File: src/rtl/msds_pkg.sv
package msds_pkg;

   // Clock and time base
   localparam int unsigned CLK_HZ = 200_000_000;
   localparam int unsigned CLK_PER_MS = CLK_HZ / 1000;
   // One tick is half a flash period, so 2 Hz flashing toggles on every tick
   localparam int unsigned TICK_MS = 250;
   localparam int unsigned TICK_CYCLES = CLK_PER_MS * TICK_MS;

   // Times in their own units
   localparam int unsigned LAMP_MS = 1000;
   localparam int unsigned ACK_HOLD_S = 2;
   localparam int unsigned BTN_ERR_S = 2;
   localparam int unsigned BTN_PARAM_S = 6;
   localparam int unsigned BLOCK_S = 2;
   localparam int unsigned UNDER_S = 2;
   localparam int unsigned MANUAL_S = 120;
   localparam int unsigned COOL_S = 1200;

   // Derived counts in ticks
   localparam int unsigned LAMP_TICKS = LAMP_MS / TICK_MS;
   localparam int unsigned ACK_HOLD_TICKS = ACK_HOLD_S * 1000 / TICK_MS;
   localparam int unsigned BTN_ERR_TICKS = BTN_ERR_S * 1000 / TICK_MS;
   localparam int unsigned BTN_PARAM_TICKS = BTN_PARAM_S * 1000 / TICK_MS;
   localparam int unsigned BLOCK_TICKS = BLOCK_S * 1000 / TICK_MS;
   localparam int unsigned UNDER_TICKS = UNDER_S * 1000 / TICK_MS;
   localparam int unsigned MANUAL_TICKS = MANUAL_S * 1000 / TICK_MS;
   localparam int unsigned COOL_TICKS = COOL_S * 1000 / TICK_MS;
   localparam int unsigned TMR_W = 13;
   localparam int unsigned SHORT_W = 5;

   // Register byte offsets
   localparam logic [7:0] ADDR_CTRL = 8'h00;
   localparam logic [7:0] ADDR_STATE = 8'h04;
   localparam logic [7:0] ADDR_INT_STAT = 8'h08;
   localparam logic [7:0] ADDR_INT_MASK = 8'h0C;

   // Control register fields
   localparam int unsigned CTRL_RUN_BIT = 0;
   localparam int unsigned CTRL_AUTO_BIT = 1;
   localparam int unsigned CTRL_ACK_BIT = 2;
   localparam int unsigned CTRL_NOM_LSB = 4;
   localparam logic [7:0] CTRL_RESET = 8'h01;

   // State register fields
   localparam int unsigned STATE_ST_LSB = 0;
   localparam int unsigned STATE_KIND_LSB = 8;
   localparam int unsigned STATE_MSG_BIT = 12;
   localparam int unsigned STATE_DIR_LSB = 13;
   localparam int unsigned STATE_LED_LSB = 16;

   // Interrupt status and mask fields
   localparam int unsigned IRQ_W = 5;
   localparam int unsigned IRQ_EXT = 0;
   localparam int unsigned IRQ_INT = 1;
   localparam int unsigned IRQ_MSG = 2;
   localparam int unsigned IRQ_ACK = 3;
   localparam int unsigned IRQ_PARAM = 4;
   localparam logic [4:0] INT_MASK_RESET = 5'h00;

   typedef enum logic [5:0] {
      ST_LAMP = 6'h01,
      ST_READY = 6'h02,
      ST_RUN = 6'h04,
      ST_EXT = 6'h08,
      ST_INT = 6'h10,
      ST_PARAM = 6'h20
   } msds_state_t;

   typedef enum logic [2:0] {
      EK_NONE = 3'h0,
      EK_OVERLOAD = 3'h1,
      EK_RESTORE = 3'h2,
      EK_ASYM = 3'h3,
      EK_BLOCK = 3'h4,
      EK_ACKFLT = 3'h5
   } msds_kind_t;

endpackage : msds_pkg

File: src/rtl/msds_top.sv
// Function
// - At power-up all four indicators light for one lamp-test interval.
// - Any internal or external error shuts the power path and motor off.
// - Internal error latches forever; supply and fault steady, directions off.
// - External error holds shutdown until a valid acknowledgment arrives.
// - Message keeps power path on, no acknowledgment, supply indicator flashes.
// - Flashing indicators toggle at 2 Hz with equal on and off time.
// - Off, ready, reverse and forward running show fixed steady patterns.
// - Overload starts 20 min cooling; fault flashes, direction steady, auto ack allowed.
// - Two minutes into overload the direction flashes; manual reset now accepted.
// - Restore failure flashes fault and both directions; manual ack after 2 min.
// - Current asymmetry trips; fault flashes, directions off, manual ack needed.
// - Over-range current beyond 2 s trips blocking; fault and direction flash.
// - With control active, phase loss, no motor or undercurrent raise a message.
// - Manual ack on rising edge; no falling edge within 2 s gives error.
// - With auto terminal linked, overload acknowledges itself after cooling.
// - Button held over 2 s gives error; over 6 s enters parameterization.
//
// The APB register port and the register addresses were left to the implementer.
`timescale 1ns/1ps
module msds_top #(
   parameter int unsigned TICK_CYCLES = msds_pkg::TICK_CYCLES,
   parameter int unsigned COOL_TICKS = msds_pkg::COOL_TICKS
) (
   // Clock and reset
   input wire logic pclk,
   input wire logic presetn,
   // APB slave
   input wire logic psel,
   input wire logic penable,
   input wire logic pwrite,
   input wire logic [7:0] paddr,
   input wire logic [31:0] pwdata,
   output logic [31:0] prdata,
   output logic pready,
   output logic pslverr,
   // Controller and acknowledge terminals
   input wire logic ctl_fwd,
   input wire logic ctl_rev,
   input wire logic man_ack,
   input wire logic auto_link,
   input wire logic reset_button,
   // Diagnostic front end
   input wire logic diag_internal,
   input wire logic diag_overload,
   input wire logic diag_restore_fail,
   input wire logic diag_asym,
   input wire logic diag_over_max,
   input wire logic diag_phase_loss,
   input wire logic diag_no_motor,
   input wire logic diag_under_min,
   // Power path
   output logic motor_fwd,
   output logic motor_rev,
   output logic path_on,
   // Indicators, feedback, interrupt
   output logic supply_indicator,
   output logic led_fault,
   output logic led_rev,
   output logic led_fwd,
   output logic feedback,
   output logic irq
);
   localparam int unsigned TMR_W = msds_pkg::TMR_W;
   localparam int unsigned SW = msds_pkg::SHORT_W;

   function automatic logic hit(input logic [7:0] a, input logic [7:0] off);
      return a == off;
   endfunction : hit

   // Synchronised pins
   logic [12:0] pins_s;
   msds_sync #(.W(13)) u_sync (
      .clk(pclk),
      .rst_n(presetn),
      .d({diag_under_min, diag_no_motor, diag_phase_loss, diag_over_max, diag_asym,
          diag_restore_fail, diag_overload, diag_internal, reset_button, auto_link,
          man_ack, ctl_rev, ctl_fwd}),
      .q(pins_s)
   );
   logic s_fwd, s_rev, s_man, s_auto, s_btn, s_int, s_ovl, s_rst, s_asym, s_omax;
   logic s_ploss, s_nomot, s_under;
   assign {s_under, s_nomot, s_ploss, s_omax, s_asym, s_rst, s_ovl, s_int, s_btn, s_auto,
           s_man, s_rev, s_fwd} = pins_s;

   msds_pkg::msds_state_t state_q, state_d;
   msds_pkg::msds_kind_t kind_q, kind_d;
   logic [25:0] tick_cnt_q, tick_cnt_d;
   logic tick, flash_q, flash_d;
   logic [TMR_W-1:0] tmr_q, tmr_d;
   logic [SW-1:0] man_tmr_q, man_tmr_d, btn_tmr_q, btn_tmr_d;
   logic [SW-1:0] blk_tmr_q, blk_tmr_d, und_tmr_q, und_tmr_d;
   logic man_prev_q, man_wait_q, man_wait_d, btn_prev_q;
   logic [1:0] dir_q, dir_d;
   logic msg_q, msg_d;
   logic [7:0] ctrl_q, ctrl_d;
   logic [4:0] stat_q, stat_d, mask_q, mask_d;
   logic [3:0] led_d;
   logic fwd_d, rev_d, path_d, fb_d, irq_d, pready_d, pslverr_d;
   logic [31:0] prdata_d, rd_val;
   logic man_rise, man_fall, ack_fault, btn_short, btn_err, btn_param;
   logic req_fwd, req_rev, ctl_active, ack_cmd, ack_manual, manual_ok, auto_ok, ext_trip;
   logic access, wr_en, wr_ctrl, wr_stat, wr_mask, mapped;
   logic [4:0] events;

   // Time base and flash
   always_comb begin
      tick = tick_cnt_q == 26'(TICK_CYCLES - 1);
      tick_cnt_d = tick ? 26'h0 : tick_cnt_q + 26'h1;
      flash_d = tick ? !flash_q : flash_q;
   end

   // Acknowledge sources and hold timers
   always_comb begin
      man_rise = s_man && !man_prev_q;
      man_fall = !s_man && man_prev_q;
      man_wait_d = man_wait_q;
      man_tmr_d = man_tmr_q;
      ack_fault = 1'b0;
      if (man_rise) begin
         man_wait_d = 1'b1;
         man_tmr_d = '0;
      end else if (man_fall) begin
         man_wait_d = 1'b0;
      end else if (man_wait_q && tick) begin
         man_tmr_d = man_tmr_q + SW'(1);
         if (man_tmr_d == SW'(msds_pkg::ACK_HOLD_TICKS)) begin
            ack_fault = 1'b1;
            man_wait_d = 1'b0;
         end
      end
      // Button timer saturates at the parameterization threshold
      btn_tmr_d = !s_btn ? '0 :
                  (tick && btn_tmr_q != SW'(msds_pkg::BTN_PARAM_TICKS)) ? btn_tmr_q + SW'(1) :
                  btn_tmr_q;
      btn_short = !s_btn && btn_prev_q && btn_tmr_q < SW'(msds_pkg::BTN_ERR_TICKS);
      btn_err = s_btn && tick && btn_tmr_d == SW'(msds_pkg::BTN_ERR_TICKS);
      btn_param = s_btn && tick && btn_tmr_q != btn_tmr_d &&
                  btn_tmr_d == SW'(msds_pkg::BTN_PARAM_TICKS);
      blk_tmr_d = !s_omax ? '0 :
                  (tick && blk_tmr_q <= SW'(msds_pkg::BLOCK_TICKS)) ? blk_tmr_q + SW'(1) :
                  blk_tmr_q;
      und_tmr_d = !s_under ? '0 :
                  (tick && und_tmr_q <= SW'(msds_pkg::UNDER_TICKS)) ? und_tmr_q + SW'(1) :
                  und_tmr_q;
   end

   // Sequencer
   always_comb begin
      req_fwd = s_fwd && !s_rev && ctrl_q[msds_pkg::CTRL_RUN_BIT];
      req_rev = s_rev && !s_fwd && ctrl_q[msds_pkg::CTRL_RUN_BIT];
      ctl_active = req_fwd || req_rev;
      ack_cmd = wr_ctrl && pwdata[msds_pkg::CTRL_ACK_BIT];
      ack_manual = man_rise || btn_short || ack_cmd;
      manual_ok = !(kind_q inside {msds_pkg::EK_OVERLOAD, msds_pkg::EK_RESTORE}) ||
                  tmr_q >= TMR_W'(msds_pkg::MANUAL_TICKS);
      auto_ok = kind_q == msds_pkg::EK_OVERLOAD && tmr_q >= TMR_W'(COOL_TICKS) &&
                (s_auto || ctrl_q[msds_pkg::CTRL_AUTO_BIT]);
      // Priority when several trips coincide
      kind_d = kind_q;
      ext_trip = 1'b1;
      if (s_rst) kind_d = msds_pkg::EK_RESTORE;
      else if (s_ovl) kind_d = msds_pkg::EK_OVERLOAD;
      else if (blk_tmr_q > SW'(msds_pkg::BLOCK_TICKS)) kind_d = msds_pkg::EK_BLOCK;
      else if (s_asym) kind_d = msds_pkg::EK_ASYM;
      else if (ack_fault || btn_err) kind_d = msds_pkg::EK_ACKFLT;
      else begin
         kind_d = kind_q;
         ext_trip = 1'b0;
      end
      msg_d = 1'b0;
      state_d = state_q;
      dir_d = dir_q;
      tmr_d = (tick && tmr_q != TMR_W'(COOL_TICKS)) ? tmr_q + TMR_W'(1) : tmr_q;
      if (s_int && state_q != msds_pkg::ST_LAMP) begin
         state_d = msds_pkg::ST_INT;
         kind_d = msds_pkg::EK_NONE;
         dir_d = 2'h0;
      end else begin
         unique case (state_q)
            msds_pkg::ST_LAMP: begin
               kind_d = msds_pkg::EK_NONE;
               if (tmr_q >= TMR_W'(msds_pkg::LAMP_TICKS)) state_d = msds_pkg::ST_READY;
            end
            msds_pkg::ST_READY: begin
               if (ext_trip) begin
                  state_d = msds_pkg::ST_EXT;
                  tmr_d = '0;
               end else if (btn_param) begin
                  state_d = msds_pkg::ST_PARAM;
               end else if (ctl_active) begin
                  state_d = msds_pkg::ST_RUN;
                  dir_d = {req_rev, req_fwd};
               end
            end
            msds_pkg::ST_RUN: begin
               msg_d = ctl_active && (s_ploss || s_nomot ||
                       und_tmr_q > SW'(msds_pkg::UNDER_TICKS));
               if (ext_trip) begin
                  state_d = msds_pkg::ST_EXT;
                  tmr_d = '0;
                  msg_d = 1'b0;
               end else if ({req_rev, req_fwd} != dir_q) begin
                  state_d = msds_pkg::ST_READY;
                  dir_d = 2'h0;
                  msg_d = 1'b0;
               end
            end
            msds_pkg::ST_EXT: begin
               kind_d = kind_q;
               if (btn_param && kind_q == msds_pkg::EK_ACKFLT) begin
                  // A long hold passes the 2 s button error on its way here
                  state_d = msds_pkg::ST_PARAM;
                  kind_d = msds_pkg::EK_NONE;
                  dir_d = 2'h0;
               end else if ((ack_manual && manual_ok) || auto_ok) begin
                  state_d = msds_pkg::ST_READY;
                  kind_d = msds_pkg::EK_NONE;
                  dir_d = 2'h0;
               end
            end
            msds_pkg::ST_INT: begin
               state_d = msds_pkg::ST_INT;
               kind_d = msds_pkg::EK_NONE;
            end
            msds_pkg::ST_PARAM: begin
               kind_d = msds_pkg::EK_NONE;
               if (btn_short) state_d = msds_pkg::ST_READY;
            end
            default: begin
               state_d = msds_pkg::ST_INT;
               kind_d = msds_pkg::EK_NONE;
            end
         endcase
      end
      if (state_d != state_q) tmr_d = '0;
      // Outputs follow the next state so they never lag the sequencer
      fwd_d = state_d == msds_pkg::ST_RUN && dir_d == 2'h1;
      rev_d = state_d == msds_pkg::ST_RUN && dir_d == 2'h2;
      path_d = state_d == msds_pkg::ST_RUN;
      fb_d = state_d inside {msds_pkg::ST_EXT, msds_pkg::ST_INT} || msg_d;
   end

   // Indicator pattern {supply, fault, reverse, forward}
   always_comb begin
      unique case (state_q)
         msds_pkg::ST_LAMP: led_d = 4'hF;
         msds_pkg::ST_READY: led_d = 4'h8;
         msds_pkg::ST_RUN: led_d = {msg_q ? flash_q : 1'b1, msg_q && flash_q, dir_q};
         msds_pkg::ST_INT: led_d = 4'hC;
         msds_pkg::ST_PARAM: led_d = ctrl_q[msds_pkg::CTRL_NOM_LSB +: 4];
         msds_pkg::ST_EXT: begin
            unique case (kind_q)
               msds_pkg::EK_OVERLOAD: led_d = {1'b1, flash_q, manual_ok ? dir_q & {2{flash_q}} : dir_q};
               msds_pkg::EK_RESTORE: led_d = {1'b1, flash_q, flash_q, flash_q};
               msds_pkg::EK_BLOCK: led_d = {1'b1, flash_q, dir_q & {2{flash_q}}};
               default: led_d = {1'b1, flash_q, 2'h0};
            endcase
         end
         default: led_d = 4'hC;
      endcase
   end

   // APB slave: one wait state, pready and data from flops
   always_comb begin
      access = psel && penable;
      wr_en = access && pready && pwrite;
      wr_ctrl = wr_en && hit(paddr, msds_pkg::ADDR_CTRL);
      wr_stat = wr_en && hit(paddr, msds_pkg::ADDR_INT_STAT);
      wr_mask = wr_en && hit(paddr, msds_pkg::ADDR_INT_MASK);
      mapped = hit(paddr, msds_pkg::ADDR_CTRL) || hit(paddr, msds_pkg::ADDR_STATE) ||
               hit(paddr, msds_pkg::ADDR_INT_STAT) || hit(paddr, msds_pkg::ADDR_INT_MASK);
      rd_val = 32'h0;
      if (hit(paddr, msds_pkg::ADDR_CTRL)) rd_val = {24'h0, ctrl_q};
      else if (hit(paddr, msds_pkg::ADDR_INT_STAT)) rd_val = {27'h0, stat_q};
      else if (hit(paddr, msds_pkg::ADDR_INT_MASK)) rd_val = {27'h0, mask_q};
      else if (hit(paddr, msds_pkg::ADDR_STATE)) begin
         rd_val[msds_pkg::STATE_ST_LSB +: 6] = state_q;
         rd_val[msds_pkg::STATE_KIND_LSB +: 3] = kind_q;
         rd_val[msds_pkg::STATE_MSG_BIT] = msg_q;
         rd_val[msds_pkg::STATE_DIR_LSB +: 2] = dir_q;
         rd_val[msds_pkg::STATE_LED_LSB +: 4] = {supply_indicator, led_fault, led_rev, led_fwd};
      end
      pready_d = access && !pready;
      pslverr_d = pready_d && !mapped;
      prdata_d = (pready_d && !pwrite) ? rd_val : 32'h0;
      ctrl_d = ctrl_q;
      if (wr_ctrl) ctrl_d = pwdata[7:0] & ~(8'h1 << msds_pkg::CTRL_ACK_BIT);
      mask_d = wr_mask ? pwdata[4:0] : mask_q;
      events = '0;
      events[msds_pkg::IRQ_EXT] = state_d == msds_pkg::ST_EXT && state_q != msds_pkg::ST_EXT;
      events[msds_pkg::IRQ_INT] = state_d == msds_pkg::ST_INT && state_q != msds_pkg::ST_INT;
      events[msds_pkg::IRQ_MSG] = msg_d && !msg_q;
      events[msds_pkg::IRQ_ACK] = state_q == msds_pkg::ST_EXT && state_d == msds_pkg::ST_READY;
      events[msds_pkg::IRQ_PARAM] = state_d == msds_pkg::ST_PARAM && state_q != msds_pkg::ST_PARAM;
      // Set wins over a clear in the same cycle
      stat_d = (stat_q & ~(wr_stat ? pwdata[4:0] : 5'h00)) | events;
      irq_d = |(stat_d & mask_d);
   end

   always_ff @(posedge pclk or negedge presetn) begin
      if (!presetn) begin
         state_q <= msds_pkg::ST_LAMP;
         kind_q <= msds_pkg::EK_NONE;
         tick_cnt_q <= 26'h0;
         flash_q <= 1'b0;
         tmr_q <= '0;
         man_tmr_q <= '0;
         btn_tmr_q <= '0;
         blk_tmr_q <= '0;
         und_tmr_q <= '0;
         man_prev_q <= 1'b0;
         man_wait_q <= 1'b0;
         btn_prev_q <= 1'b0;
         dir_q <= 2'h0;
         msg_q <= 1'b0;
         ctrl_q <= msds_pkg::CTRL_RESET;
         stat_q <= 5'h00;
         mask_q <= msds_pkg::INT_MASK_RESET;
         motor_fwd <= 1'b0;
         motor_rev <= 1'b0;
         path_on <= 1'b0;
         {supply_indicator, led_fault, led_rev, led_fwd} <= 4'h0;
         feedback <= 1'b0;
         irq <= 1'b0;
         prdata <= 32'h0;
         pready <= 1'b0;
         pslverr <= 1'b0;
      end else begin
         state_q <= state_d;
         kind_q <= kind_d;
         tick_cnt_q <= tick_cnt_d;
         flash_q <= flash_d;
         tmr_q <= tmr_d;
         man_tmr_q <= man_tmr_d;
         btn_tmr_q <= btn_tmr_d;
         blk_tmr_q <= blk_tmr_d;
         und_tmr_q <= und_tmr_d;
         man_prev_q <= s_man;
         man_wait_q <= man_wait_d;
         btn_prev_q <= s_btn;
         dir_q <= dir_d;
         msg_q <= msg_d;
         ctrl_q <= ctrl_d;
         stat_q <= stat_d;
         mask_q <= mask_d;
         motor_fwd <= fwd_d;
         motor_rev <= rev_d;
         path_on <= path_d;
         {supply_indicator, led_fault, led_rev, led_fwd} <= led_d;
         feedback <= fb_d;
         irq <= irq_d;
         prdata <= prdata_d;
         pready <= pready_d;
         pslverr <= pslverr_d;
      end
   end
endmodule : msds_top

File: src/rtl/msds_sync.sv
`timescale 1ns/1ps
module msds_sync #(
   parameter int W = 1
) (
   // Clock and reset
   input wire logic clk,
   input wire logic rst_n,
   // Asynchronous in, synchronous out
   input wire logic [W-1:0] d,
   output logic [W-1:0] q
);
   logic [W-1:0] meta_q;

   always_ff @(posedge clk or negedge rst_n) begin
      if (!rst_n) begin
         meta_q <= '0;
         q <= '0;
      end else begin
         meta_q <= d;
         q <= meta_q;
      end
   end
endmodule : msds_sync

File: config.mk
export PLATFORM = sky130hd
export DESIGN_NAME = msds_top
export DESIGN_NICKNAME = d
export VERILOG_FILES = /design/src/rtl/msds_pkg.sv /design/src/rtl/msds_top.sv /design/src/rtl/msds_sync.sv
export SDC_FILE = /design/constraint.sdc
export NUM_CORES = 1
export LEC_CHECK = 0
export BUFFER_PORTS_ARGS = -buffer_cell sky130_fd_sc_hd__buf_4
export CELL_PAD_IN_SITES_DETAIL_PLACEMENT = 0
export CELL_PAD_IN_SITES_GLOBAL_PLACEMENT = 1
export CORE_AREA = 2 2 136 125
export DETAILED_ROUTE_END_ITERATION = 8
export DIE_AREA = 0 0 138 127
export GPL_TIMING_DRIVEN = 0
export PLACE_DENSITY_LB_ADDON = 0.1
export SLEW_MARGIN = 10
export SYNTH_ARGS = -nofsm -noshare
export SYNTH_HDL_FRONTEND = slang
export SYNTH_SLANG_ARGS = --single-unit
File: constraint.sdc
create_clock -name pclk -period 4.45 [get_ports pclk]
set_clock_uncertainty 0.15 [all_clocks]
set_input_delay 0.6675 -clock pclk [delete_from_list [all_inputs] [get_ports pclk]]
set_output_delay 0.6675 -clock pclk [all_outputs]
set_load 0.01 [all_outputs]
Word-level counts from Yosys, hierarchy flattened
Index checks and enable logic that the tools add are counted.
{"block": "classes", "add_sub_neg": 6, "order_cmp": 8, "eq_ne": 37, "mux": 78, "n_bitwise": 5, "reduce_logical": 76}
{"op": "$mux W6", "count": 12}
{"op": "$mux W13", "count": 5}
{"op": "$mux W5", "count": 11}
{"op": "$logic_and A1 B1 Y1", "count": 41}
{"op": "$mux W20", "count": 2}
{"op": "$mux W3", "count": 12}
{"op": "$mux W32", "count": 1}
{"op": "$pmux W6 S5", "count": 1}
{"op": "$add A26 B1 Y26 const B", "count": 1}
{"op": "$eq A26 B26 Y1 const B", "count": 1}
{"op": "$mux W26", "count": 1}
{"op": "$add A5 B1 Y5 const B", "count": 4}
{"op": "$pmux W4 S5", "count": 1}
{"op": "$mux W1", "count": 18}
{"op": "$mux W2", "count": 9}
{"op": "$eq A8 B4 Y1 const B", "count": 2}
{"op": "$add A13 B1 Y13 const B", "count": 1}
{"op": "$ge A13 B13 Y1 const B", "count": 1}
{"op": "$ge A13 B3 Y1 const B", "count": 1}
{"op": "$ge A13 B9 Y1 const B", "count": 1}
{"op": "$logic_or A1 B1 Y1", "count": 13}
{"op": "$ne A13 B13 Y1 const B", "count": 1}
{"op": "$eq A6 B2 Y1 const B", "count": 2}
{"op": "$eq A6 B3 Y1 const B", "count": 2}
{"op": "other kinds (40)", "count": 66}
{"block": "word_totals", "reg_bits": 161, "in_bits": 58, "out_inout_bits": 43, "wordCells": 241}

Depth between registers and ports, before layout
Gate-level depths: netlist of run 1.
{"block": "depth", "depth_word": 20, "mapped_depth": 12, "ltp_nobuf": 10}

Modules after synthesis
From an unflattened synthesis of run 1, not the netlist that was laid out.
{"block": "unflattened", "cells_unflattened": 699, "hier_area_um2": 7265.7}
{"module": "msds_top", "instances": 1, "cells_per_inst": 673, "area_each_um2": 6615.1, "seq_area_each_um2": 3030.4}
{"module": "msds_sync", "instances": 1, "cells_per_inst": 26, "area_each_um2": 650.6, "seq_area_each_um2": 650.6}

Least setup slack after synthesis of run 1
OpenSTA, ideal clock, no wires.
{"block": "synth_path", "path_type": "register to register", "from": "reg tick_cnt_q[0]", "to": "reg irq", "setup_ns": 0.132, "arrival_time_ns": 3.019, "required_ns": 4.168, "setup_slack_ns": 1.150, "path_stages_with_launch": 12, "path_buffers": 2, "period_less_slack_ns": 3.300, "path_cell_list": "dfrtp_1 -> ha_1 -> nand4_1 -> or4_4 -> buf_6 -> or3_1 -> buf_6 -> mux2i_4 -> or3_1 -> o311a_1 -> o211ai_1 -> or3b_1"}
{"block": "synth_via", "elab_chain_cells": 20, "elab_cells_between_ends": 43, "classes_between": "eq/ne: 8; mux: 19; bitwise: 2; reduce/logical: 14"}
{"item": "start, declared", "line_no": "msds_top.sv:88", "text": "logic [25:0] tick_cnt_q, tick_cnt_d;"}
{"item": "start signal, assigned", "line_no": "msds_top.sv:332", "text": "tick_cnt_q <= tick_cnt_d;"}
{"item": "$eq A26 B26 Y1 (*)", "line_no": "msds_top.sv:108", "text": "tick = tick_cnt_q == 26'(TICK_CYCLES - 1);"}
{"item": "$logic_and A1 B1 Y1", "line_no": "msds_top.sv:134", "text": "(tick && btn_tmr_q != SW'(msds_pkg::BTN_PARAM_TICKS)) ? btn_tmr_q + SW'(1) :"}
{"item": "$mux W5", "line_no": "msds_top.sv:134"}
{"item": "$mux W5", "line_no": "msds_top.sv:133", "text": "btn_tmr_d = !s_btn ? '0 :"}
{"item": "$eq A5 B4 Y1", "line_no": "msds_top.sv:137", "text": "btn_err = s_btn && tick && btn_tmr_d == SW'(msds_pkg::BTN_ERR_TICKS);"}
{"item": "$logic_and A1 B1 Y1", "line_no": "msds_top.sv:137"}
{"item": "$logic_or A1 B1 Y1", "line_no": "msds_top.sv:166", "text": "else if (ack_fault || btn_err) kind_d = msds_pkg::EK_ACKFLT;"}
{"item": "$mux W1", "line_no": "msds_top.sv:166"}
{"item": "(+5 left out)"}
{"item": "$pmux W6 S5", "line_no": "msds_top.sv:180", "text": "unique case (state_q)"}
{"item": "$mux W6", "line_no": "msds_top.sv:175", "text": "if (s_int && state_q != msds_pkg::ST_LAMP) begin"}
{"item": "$eq A6 B4 Y1, or another cell as far along", "line_no": "msds_top.sv:291", "text": "events[msds_pkg::IRQ_EXT] = state_d == msds_pkg::ST_EXT && state_q != msds_pkg::ST_EXT;"}
{"item": "$logic_and A1 B1 Y1 (on tied branches)"}
{"item": "$or A5 B5 Y5 (*)", "line_no": "msds_top.sv:297", "text": "stat_d = (stat_q & ~(wr_stat ? pwdata[4:0] : 5'h00)) | events;"}
{"item": "$and A5 B5 Y5 (*)", "line_no": "msds_top.sv:298", "text": "irq_d = |(stat_d & mask_d);"}
{"item": "$reduce_or A5 Y1 (*)", "line_no": "msds_top.sv:298"}
{"item": "named net irq_d", "line_no": "msds_top.sv:99", "text": "logic fwd_d, rev_d, path_d, fb_d, irq_d, pready_d, pslverr_d;"}
{"item": "end signal, assigned", "line_no": "msds_top.sv:352", "text": "irq <= irq_d;"}
{"item": "end, declared", "line_no": "msds_top.sv:62", "text": "output logic irq"}
The timed path passes the listed nets; every way through them passes the cells marked *.
A chain may end at the register's enable or synchronous reset.

Final worst setup path of run 1
{"block": "layout_path", "from": "reg tick_cnt_q[10]", "to": "reg motor_fwd"}
{"block": "layout_via", "elab_chain_cells": 17, "elab_cells_between_ends": 37, "classes_between": "eq/ne: 6; mux: 22; reduce/logical: 9"}
{"item": "$eq A26 B26 Y1 (*)", "line_no": "msds_top.sv:108"}
{"item": "$logic_and A1 B1 Y1", "line_no": "msds_top.sv:134"}
{"item": "$mux W5", "line_no": "msds_top.sv:134"}
{"item": "$mux W5", "line_no": "msds_top.sv:133"}
{"item": "$eq A5 B4 Y1", "line_no": "msds_top.sv:137"}
{"item": "$logic_and A1 B1 Y1", "line_no": "msds_top.sv:137"}
{"item": "$logic_or A1 B1 Y1", "line_no": "msds_top.sv:166"}
{"item": "$mux W1", "line_no": "msds_top.sv:166"}
{"item": "(+2 left out)"}
{"item": "$mux W1", "line_no": "msds_top.sv:163", "text": "else if (s_ovl) kind_d = msds_pkg::EK_OVERLOAD;"}
{"item": "$mux W1", "line_no": "msds_top.sv:162", "text": "if (s_rst) kind_d = msds_pkg::EK_RESTORE;"}
{"item": "$mux W6, or another cell as far along", "line_no": "msds_top.sv:199", "text": "if (ext_trip) begin"}
{"item": "$pmux W6 S5 / $pmux W2 S3 (equally long branches)", "line_no": "msds_top.sv:180"}
{"item": "$mux W6 / $mux W2 (equally long branches)", "line_no": "msds_top.sv:175"}
{"item": "$eq A6 B3 Y1 / $eq A2 B1 Y1 (equally long branches)", "line_no": "msds_top.sv:238", "text": "fwd_d = state_d == msds_pkg::ST_RUN && dir_d == 2'h1;"}
{"item": "$logic_and A1 B1 Y1 (*)", "line_no": "msds_top.sv:238"}
{"item": "named net fwd_d", "line_no": "msds_top.sv:99"}
{"item": "end signal, assigned", "line_no": "msds_top.sv:347", "text": "motor_fwd <= fwd_d;"}
{"item": "end, declared", "line_no": "msds_top.sv:53", "text": "output logic motor_fwd,"}
Marked as above.

==> metrics.md, run 1 <==
| Metric | Value |
|---|---|
| Num Clock Sinks | around 150 |
| Area grow syn2layout | 19.30% |
| Worst skew pair latency | ~0.42 ns |
| Largest stage delay, worst path | 0.77 ns |
| Critical hold path startpoint | reset_button |
| FF+latch count, synth | 147 |
| Final Cycle Share | 0.8817 |
| Min-Delay Endpoint | u_sync.meta_q[4] |
| Startpoint Class | flip-flop |
| Die area | ~18000 um^2 |
| GR Util All Layers | 0.1913 |
| Layout cell share with drive strength beyond 1 | 0.1801 |
| Crit-path cells | nor4b_1 > nand4_1 > or3_1 > buf_6 > mux2i_4 > nor4b_1 > nor4_1 > a311oi_1 > and4_1 |
| Area share of the largest cell type after synthesis | 0.5121 |
| Avg WL per Cell | 15.73 um |
| Dpl cell area | 7879 um^2 |
| Synthesized area | just over 7000 um^2 |
| Req. time, crit path | approximately 4.7 ns |
| Leak Pwr | 3.906 nW |
| Pre-antenna DRT Iters | 5 |
| Setup Viol. Count Final | 0 |
| Ys flop type | dfrtp_1 |
| Min-delay worst type | input port to flip-flop |
| Worst hold path stage count | 1 |
| Final worst slack | 0.5263 ns |
| Global route total overflow | 0 |
| Finished Layout Cells | 1012 |
| RR Endpoint | motor_fwd |
| CTS max path bufs | 2 |
| Critical Path AT | about 4.1 ns |
| VDD IR-drop max | ~0.27 mV |
| Final Routed Wirelength | 15920 um |
| IO Pins | ~100 |
| R2R Path Start | tick_cnt_q[10] |
| Post-layout net count | around 860 |
| Max-slew headroom | 0.2978 |
| Die Wd | 138 um |
| DR DRC count | 0 |
| Critical Path Fanout Max | 5 |
| Min cycle time layout | 3.924 ns |
| Slew Limit Fails | 0 |
| Synth top area cells | dfrtp_1 51%, nor2_1 3.9%, nand2_1 3.1% |
| Cells on worst reg2reg path | 9 |
| Largest net degree at the start of global routing | 100 |
| Setup TNS | 0 ns |
| Most frequent CP cell | nor4b_1 |
| IO buf count | 60 |
| Final Cell Area | between 8000 and 9000 um^2 |
| Total power | 2.811 mW |
| Unrepaired setup endpoints after global routing | no |
| Vias post-DR | 5340 |
| Dpl ws | 0.5407 ns |
| Number of global-route vias before repair | 5358 |
| Post-synth EDFFs | 0 |
| Async set-or-reset flop fraction in the synthesized netlist | 1.000 |
| First DRT Iteration DRCs | 331 |
| Min Hold Slack | about 0.20 ns |
| Post-CTS Setup Repair Bufs | 0 |
| Antenna diode count | 0 |
| Final ANT Viol Nets | 0 |
| Core area | 15970 um^2 |
| Power per cell area | 332.6 nW/um^2 |
| Critical path type | flip-flop to flip-flop |
| Final Hold Vio Count | 0 |
| Fmax | 254.9 MHz |
| CTS clk-pin slew, worst paths | about 0.060 ns |
| Worst-Margin Slew | between 1 and 1.5 ns |
| Synth unique cells | 72 |
| Largest area contributor in the netlist | dfrtp_1 |
| Initial antenna violation count | 0 |
| Row cnt | 44 |
| First-pass GRT wire length | 26710 um |
| Starting density of the core | 0.4438 |
| Placed cells | 979 |
| Detailed placement HPWL | 11840 um |
| Drt via density | between 5 and 6 |
| Cells after Synth | 698 |
| Worst Setup End Kind | flip-flop |
| Final design utilization | 0.5295 |
| Max Cap Viol | 0 |
| Reg2reg setup slack | about 0.53 ns |
| Root Buffer | clkbuf_16 |
| Gp weighted congestion | approximately 0.88 |
| Outcome | complete, no violations |
| Syn avg cell area | between 10 and 15 um^2 |
| Post-synthesis sequential area ratio | 0.5195 |
| Slowest cell on crit path | nor4b_1 |
| H-tree depth | 4 |
| Die height | 127 um |
| CTS tree | built |
| Synth Warn # | 0 |
| Num CTS Buffers | 17 |
-- layer usage --
layer  vias up  GRT usage  share of wire
met4         0    0.06423          0.012
li1       2633          -              -
met5         -          0              0
met2       127     0.3043           0.47
met3        14    0.04535          0.047
met1      2566     0.2609           0.48
-- layout by cell type (no fill, tap or decap), types with 3 or more instances in the layout --
cell type   instances
nor2_2              6
nand2b_1            7
a221o_1             3
or2_2               4
nor4b_1             3
nand2_1            58
clkinv_4            3
nor2b_1             7
a21boi_0            4
clkbuf_16          17
nor4_1             10
a31oi_1             5
nand3_1            33
or3_1              11
buf_6               3
clkbuf_1            9
inv_1              29
xor2_1             21
mux2_2             11
nor3_1             17
and2_1             27
o31ai_1             5
nor2_1             74
xnor2_1            23
ha_1               12
o211ai_1            4
conb_1             14
o21ai_0            28
dfrtp_1           145
nand4_1            24
and4_1              3
a21oi_1            24
buf_4              73
and3_1              8
a2111oi_0           4
clkinv_2            4
a211oi_1            4
mux2i_1             7
clkinvlp_4          3
-- what timing repair did --
item,in CTS,in global routing
endpoints found under the hold margin,4,0
gates resized for setup,0,0
hold buffers,1,0
-- worst max-delay path, delay by kind of cell, from the launching register on --
kind                   cells  cell delay, ns
AND/OR/NAND/NOR            6            2.55
multiplexers               1            0.19
AO/OA/AOI/OAI              1            0.41
buffers and inverters      1            0.15
flip-flops                 1            0.41
-- state kept, by name, indices dropped and copies added (netlist names), 2 cells and up --
signal and count:
ctrl_q 7, u_sync.q 13, state_q 6, u_sync.meta_q 13, dir_q 2, btn_tmr_q 5
stat_q 5, kind_q 3, tmr_q 13, tick_cnt_q 26, man_tmr_q 5, und_tmr_q 5
blk_tmr_q 5, prdata 18, mask_q 5
-- cell families (layout without fill, tap and decap cells) --
group | after synthesis | in the layout | synth area share
other cells | 1 | 14 | 0.0005292
flops | 147 | 147 | 0.5195
xor+xnor | 44 | 44 | 0.05439
compound gates | 105 | 105 | 0.09730
simple gates | 311 | 311 | 0.2289
buf+inv | 57 | 151 | 0.04132
mux | 21 | 21 | 0.03691
fa+ha+maj | 12 | 12 | 0.02119
-- how the worst max path moves through the flow --
stage / start / to / cells after the start
final: tick_cnt_q[10] / motor_fwd / 9
after global routing: tick_cnt_q[10] / motor_fwd / 9
after CTS: tick_cnt_q[0] / irq / 10
after detailed placement: tick_cnt_q[0] / irq / 10
after global placement: tick_cnt_q[0] / irq / 10
after floorplan: tick_cnt_q[0] / irq / 11
-- power breakdown --
| part | total, mW | internal, mW | switching [mW] |
|---|---|---|---|
| Combinational | 0.0989 | 0.0418 | 0.0572 |
| Clock | 1.35 | 0.797 | 0.552 |
| Sequential | 1.36 | 1.35 | 0.0103 |
| Total | 2.81 | 2.19 | 0.619 |
-- synthesized netlist by cell type (all sizes together) (9+ instances only) --
cell    instances
and2           28
nand3          33
nor2           80
or3            11
nand4          24
inv            29
nor3           17
clkbuf          9
a21oi          24
xor2           21
nor4           10
xnor2          23
mux2           11
o21ai          29
nand2          60
dfrtp         145
buf            19
ha             12
-- area by class of cell --
| type | count | area [um^2] |
|---|---|---|
| clock inverters | 12 | 107.6 |
| well taps | 207 | 259.0 |
| multi-input cells | 507 | 3161 |
| fillers | 1457 | 7512 |
| flip-flops and latches | 147 | 3681 |
| repair buffers | 62 | 495.5 |
| plain buffers | 28 | 183.9 |
| clock buffers | 20 | 456.7 |
| inverters | 29 | 108.9 |
Note: power is estimated with default switching activity, not from simulation.
==> run 2: changes to the inputs <==
CORE_AREA = 2 2 92 183   (was 2 2 136 125)
DIE_AREA = 0 0 94 185   (was 0 0 138 127)
==> run 2 against run 1 <==
  * Final cell count shrank 0.40%
  * Die area down 0.78%
  * Clock power up 13%
  * Register-to-register slack improved by 0.05 ns
  * Setup slack improved by 0.055 ns
  * Critical path depth increased by 2
  * Core utilization is 0.17 points lower
  * Sequential power about the same
  * Via count fell by 0.37%
  * Routed wire length rose by 0.26%
  * Clock-buffer cell count increased by 3
  * Fmax grew 1.4%
  * Critical path type unchanged
  * Highest routed layer unchanged
==> metrics.md, run 2 (synthesized netlist as in run 1, its figures left out) <==
| Metric | Value |
|---|---|
| Starting density of the core | 0.4400 (was 0.4438) |
| Worst Setup End Kind | flip-flop (unchanged) |
| Die height | 185 um (was 127 um) |
| Slew Limit Fails | 0 (unchanged) |
| Pre-antenna DRT Iters | 4 (was 5) |
| Max FFs per register | 26 (unchanged) |
| Area grow syn2layout | 19.94% (was 19.30%) |
| Gp weighted congestion | 0.8827 (was 0.8753) |
| Final Hold Vio Count | 0 (unchanged) |
| Power per cell area | 351.1 nW/um^2 (was 332.6 nW/um^2) |
| Number of global-route vias before repair | 5226 (was 5358) |
| Die Wd | 94 um (was 138 um) |
| Drt via density | 5.278 (was 5.277) |
| Critical Path AT | 4.01 ns (was 4.13 ns) |
| Final design utilization | 0.5277 (was 0.5295) |
| Worst-Margin Slew | 0.9193 ns (was 1.049 ns) |
| First DRT Iteration DRCs | 267 (was 331) |
| Max layer used | met4 (unchanged) |
| Final Routed Wirelength | 15960 um (was 15920 um) |
| Num Clock Sinks | 147 (unchanged) |
| Commonest non-fill, non-tap cell in the layout | dfrtp_1 (unchanged) |
| Max-slew headroom | 0.3815 (was 0.2978) |
| Hold buffer count at CTS | 0 (was 1) |
| Unrepaired setup endpoints after global routing | no (unchanged) |
| CTS clk-pin slew, worst paths | 0.06 ns (about the same) |
| Req. time, crit path | 4.59 ns (was 4.66 ns) |
| VDD IR-drop max | 0.2721 mV (was 0.2661 mV) |
| CTS tree | built (unchanged) |
| Outcome | complete, no violations (unchanged) |
| Met1 WL | 7105 um (was 7566 um) |
| Critical Path Fanout Max | 10 (was 5) |
| Vias post-DR | 5320 (was 5340) |
| Finished Layout Cells | 1008 (was 1012) |
| DR WL met3 | 575 um (was 743 um) |
| Final ANT Viol Nets | 0 (unchanged) |
| Layout cell share with drive strength beyond 1 | 0.1766 (was 0.1801) |
| Largest net degree at the start of global routing | 97 (was 100) |
| Initial antenna violation count | 0 (unchanged) |
| Most frequent cells in the layout | 145 x dfrtp_1, 74 x nor2_1, 73 x buf_4 (unchanged) |
| Fmax | 258.5 MHz (was 254.9 MHz) |
| Startpoint Class | flip-flop (unchanged) |
| Biggest regs | tick_cnt_q x26, prdata x18 (unchanged) |
| DR DRC count | 0 (unchanged) |
| Setup Viol. Count Final | 0 (unchanged) |
| Avg WL per Cell | 15.83 um (was 15.73 um) |
| Row cnt | 66 (was 44) |
| IO buf count | 60 (unchanged) |
| GR Util All Layers | 0.1979 (was 0.1913) |
| Critical path type | flip-flop to flip-flop (unchanged) |
| Worst skew pair latency | 0.43 ns (was 0.42 ns) |
| Min cycle time layout | 3.869 ns (was 3.924 ns) |
| Max Cap Viol | 0 (unchanged) |
| CTS max path bufs | 2 (unchanged) |
| Min-delay worst type | input port to asynchronous set/reset pin (was input port to flip-flop) |
| Root Buffer | clkbuf_16 (unchanged) |
| Biggest register | tick_cnt_q (unchanged) |
| First-pass GRT wire length | 26830 um (was 26710 um) |
| Leak Pwr | 3.931 nW (was 3.906 nW) |
| Setup TNS | 0 ns (unchanged) |
| Final Cycle Share | 0.8694 (was 0.8817) |
| Routed wl met2 | 7945 um (was 7409 um) |
| PostCTS Resize Cnt | 0 (unchanged) |
| IO Pins | 101 (unchanged) |
| Post-layout net count | 861 (was 862) |
| Die area | 17390 um^2 (was 17530 um^2) |
| Post-CTS Setup Repair Bufs | 0 (unchanged) |
| Placed cells | 976 (was 979) |
| Detailed placement HPWL | 11530 um (was 11840 um) |
| Num CTS Buffers | 17 (unchanged) |
| Antenna diode count | 0 (unchanged) |
| Filler cell count | 1515 (was 1457) |
| H-tree depth | 4 (unchanged) |
| Global route total overflow | 0 (unchanged) |
| Core area | 16100 um^2 (was 15970 um^2) |
run 2: cell types whose count changed in the layout (fill, tap and decap cells not counted), moves of 2 or more:
cell	delta
clkbuf_1	+3
bufinv_16	+3
clkinvlp_4	-2
clkinv_2	-2
run 2: cell type report:
class	instances	area, um^2	share of cell area
buffer	28	183.9	0.02164
sequential	147	3681	0.4332
clock buffer	23	467.9	0.05506
timing repair buffer	61	485.5	0.05713
clock inverter	9	155.1	0.01826
inverter	29	108.9	0.01281
multi-input combinational	507	3161	0.3719
tap	204	255.2	0.03004
run 2: metal layers:
| metal | GRT usage | vias to the layer above |
|---|---|---|
| li1 | - | 2619 |
| met1 | 0.2657 | 2584 |
| met2 | 0.3114 | 94 |
| met3 | 0.04923 | 23 |
| met4 | 0.06899 | 0 |
| met5 | 0 | - |
run 2: worst max-delay path, stage by stage (launching register included):
cell and delay, ns:
dfrtp_1 0.38, ha_1 0.22, nand4_1 0.24, or4_4 0.49
buf_6 0.15, or3_1 0.32, buf_6 0.14, mux2i_4 0.19
nor4b_1 0.79, nor4_1 0.10, a311oi_1 0.41, a21boi_0 0.16
run 2: metrics by stage:
step,instance area (um^2),setup WS (ns),power (mW),hold slack (ns)
after floorplan,7134,1.150,1.423,0.1812
after global placement,7840,0.6005,1.484,0.1825
after detailed placement,7875,0.5908,1.489,0.1862
after CTS,8498,0.5804,3.019,0.01030
after global routing,8498,0.3260,3.095,0.01698
final,8498,0.5812,2.984,0.0001235
run 2: path summary, 6_finish.rpt:
path                                         from          endpoint  slack (ns)  depth (start not counted)
worst max-delay path                tick_cnt_q[0]         motor_rev        0.58                         11
worst min-delay path                      presetn    tick_cnt_q[13]      0.0001                          1
worst max register to register      tick_cnt_q[0]         motor_rev        0.58                         11
worst min register to register  u_sync.meta_q[11]      u_sync.q[11]        0.19                          0
max in group asynchronous                 presetn         ctrl_q[0]        3.33                          2
min in group pclk                       auto_link  u_sync.meta_q[3]        0.19                          1
run 2: power breakdown:
part	switching [mW]	internal [mW]	total (mW)
Sequential	0.00990	1.35	1.36
Combinational	0.0576	0.0412	0.0988
Clock	0.554	0.968	1.52
==> run 3: changes to the inputs <==
CTS_BUF_LIST = sky130_fd_sc_hd__clkbuf_16   (was not set)
==> run 3 against run 2 <==
  * Routed wire length decreased by 0.31%
  * Critical path type unchanged
  * Critical path depth unchanged
  * Fmax about the same
  * Power fell by 1.7%
  * Critical endpoint unchanged
  * Via count increased by 0.19%
  * Largest cell class unchanged
  * Combinational power about the same
  * Largest power group unchanged
  * Clock power is 3% lower
==> metrics.md, run 3 (synthesized netlist as in run 1, its figures left out) <==
| Metric | Value |
|---|---|
| Outcome | complete, no violations (unchanged) |
| Placed cells | 976 (unchanged) |
| Worst-Margin Slew | 0.9173 ns (was 0.9193 ns) |
| VDD IR-drop max | 0.2677 mV (was 0.2721 mV) |
| Commonest non-fill, non-tap cell in the layout | dfrtp_1 (unchanged) |
| Post-layout net count | 861 (unchanged) |
| Num Clock Sinks | 147 (unchanged) |
| Avg WL per Cell | 15.78 um (was 15.83 um) |
| Setup Viol. Count Final | 0 (unchanged) |
| Most frequent CP cell | buf_6 (unchanged) |
| Post-CTS Setup Repair Bufs | 0 (unchanged) |
| CTS clk-pin slew, worst paths | 0.06 ns (about the same) |
| Reg area | 3681 um^2 (unchanged) |
| Initial antenna violation count | 0 (unchanged) |
| Largest net degree at the start of global routing | 97 (unchanged) |
| Pre-antenna DRT Iters | 4 (unchanged) |
| Final Cycle Share | 0.8689 (was 0.8694) |
| Biggest regs | tick_cnt_q x26, prdata x18 (unchanged) |
| Final Hold Vio Count | 0 (unchanged) |
| Worst path top cell family by delay | simple AND/OR/NAND/NOR gates (unchanged) |
| Starting density of the core | 0.4400 (unchanged) |
| Finished Layout Cells | 1008 (unchanged) |
| Critical Path AT | 4.00 ns (was 4.01 ns) |
| Critical path type | flip-flop to flip-flop (unchanged) |
| H-tree depth | 4 (unchanged) |
| Biggest register | tick_cnt_q (unchanged) |
| DR DRC count | 0 (unchanged) |
| Most frequent cells in the layout | 145 x dfrtp_1, 74 x nor2_1, 73 x buf_4 (unchanged) |
| PostCTS Resize Cnt | 0 (unchanged) |
| Unrepaired setup endpoints after global routing | no (unchanged) |
| Die height | 185 um (unchanged) |
| Largest stage delay, worst path | 0.79 ns (about the same) |
| Max FFs per register | 26 (unchanged) |
| Row cnt | 66 (unchanged) |
| Worst skew pair latency | 0.42 ns (was 0.43 ns) |
| Slew Limit Fails | 0 (unchanged) |
| Layout cell share with drive strength beyond 1 | 0.1741 (was 0.1766) |
| Fmax | 258.6 MHz (was 258.5 MHz) |
| Die area | 17390 um^2 (unchanged) |
| Die Wd | 94 um (unchanged) |
| Num CTS Buffers | 17 (unchanged) |
| Slowest cell on crit path | nor4b_1 (unchanged) |
| Worst Setup End Kind | flip-flop (unchanged) |
| Max-slew headroom | 0.3828 (was 0.3815) |
| Critical Path Fanout Max | 10 (unchanged) |
| Setup TNS | 0 ns (unchanged) |
| Filler cell count | 1516 (was 1515) |
| Startpoint Class | flip-flop (unchanged) |
| Crit-path cells | ha_1 > nand4_1 > or4_4 > buf_6 > or3_1 > buf_6 > mux2i_4 > nor4b_1 > nor4_1 > a311oi_1 > a21boi_0 (unchanged) |
| Max Cap Viol | 0 (unchanged) |
| First DRT Iteration DRCs | 267 (unchanged) |
| Gp weighted congestion | 0.8827 (unchanged) |
| CTS tree | built (unchanged) |
| Number of global-route vias before repair | 5232 (was 5226) |
| Detailed placement HPWL | 11530 um (unchanged) |
| Drt via density | 5.288 (was 5.278) |
| Vias post-DR | 5330 (was 5320) |
| CTS max path bufs | 2 (unchanged) |
| IO Pins | 101 (unchanged) |
| Global route total overflow | 0 (unchanged) |
| Root Buffer | clkbuf_16 (unchanged) |
| Min-delay worst type | input port to asynchronous set/reset pin (unchanged) |
| First-pass GRT wire length | 26800 um (was 26830 um) |
| GR Util All Layers | 0.1976 (was 0.1979) |
| Hold buffer count at CTS | 0 (unchanged) |
| Req. time, crit path | 4.58 ns (was 4.59 ns) |
| Bufs and invs on worst path | 2 (unchanged) |
| Antenna diode count | 0 (unchanged) |
| Leak Pwr | 3.937 nW (was 3.931 nW) |
| Area of the multi-input gates | 3161 um^2 (unchanged) |
| Min cycle time layout | 3.867 ns (was 3.869 ns) |
| Area grow syn2layout | 19.65% (was 19.94%) |
| IO buf count | 60 (unchanged) |
| Core area | 16100 um^2 (unchanged) |
| Final Routed Wirelength | 15910 um (was 15960 um) |
| Final ANT Viol Nets | 0 (unchanged) |
| Power per cell area | 346.0 nW/um^2 (was 351.1 nW/um^2) |
[run 3: path summary, 6_finish.rpt]
| path | to | startpoint | slack [ns] | depth (start not counted) |
|---|---|---|---|---|
| worst max-delay path | motor_rev | tick_cnt_q[0] | 0.58 | 11 |
| worst max register to register | motor_rev | tick_cnt_q[0] | 0.58 | 11 |
| max in group asynchronous | ctrl_q[0] | presetn | 3.32 | 2 |
| min in group pclk | u_sync.q[11] | u_sync.meta_q[11] | 0.19 | 0 |
| worst min-delay path | tick_cnt_q[13] | presetn | 0.008 | 1 |
| worst min register to register | u_sync.q[11] | u_sync.meta_q[11] | 0.19 | 0 |
[run 3: final cells by class]
| cell class | instances | share of cell area |
|---|---|---|
| Sequential cell | 147 | 0.4342 |
| Multi-Input combinational cell | 507 | 0.3728 |
| Clock inverter | 15 | 0.02096 |
| Clock buffer | 17 | 0.05018 |
| Buffer | 28 | 0.02169 |
| Timing Repair Buffer | 61 | 0.05726 |
| Tap cell | 204 | 0.03011 |
| Inverter | 29 | 0.01284 |
[run 3: through the flow]
step	utilization	cell area (um^2)	setup slack, ns	power, mW	hold WS [ns]
floorplan	-	7134	1.150	1.423	0.1812
global placement	0.4869	7840	0.6005	1.484	0.1825
detailed placement	0.4890	7875	0.5908	1.489	0.1862
CTS	0.5265	8478	0.5805	2.974	0.01044
global route	0.5265	8478	0.3261	3.050	0.01798
finish	0.5265	8478	0.5833	2.934	0.007524
[run 3: power by group]
part | switching, mW | internal, mW | total [mW]
clock | 0.547 | 0.924 | 1.47
sequential | 0.00998 | 1.35 | 1.36
combinational | 0.0577 | 0.0412 | 0.0989
total | 0.615 | 2.32 | 2.93
[run 3: routing by layer]
metal / GRT usage / vias to the layer above / share of wire
met5: 0 / - / 0
met2: 0.3109 / 102 / 0.49
met1: 0.2655 / 2588 / 0.44
met4: 0.06899 / 0 / 0.021
met3: 0.04923 / 24 / 0.041
li1: - / 2616 / -
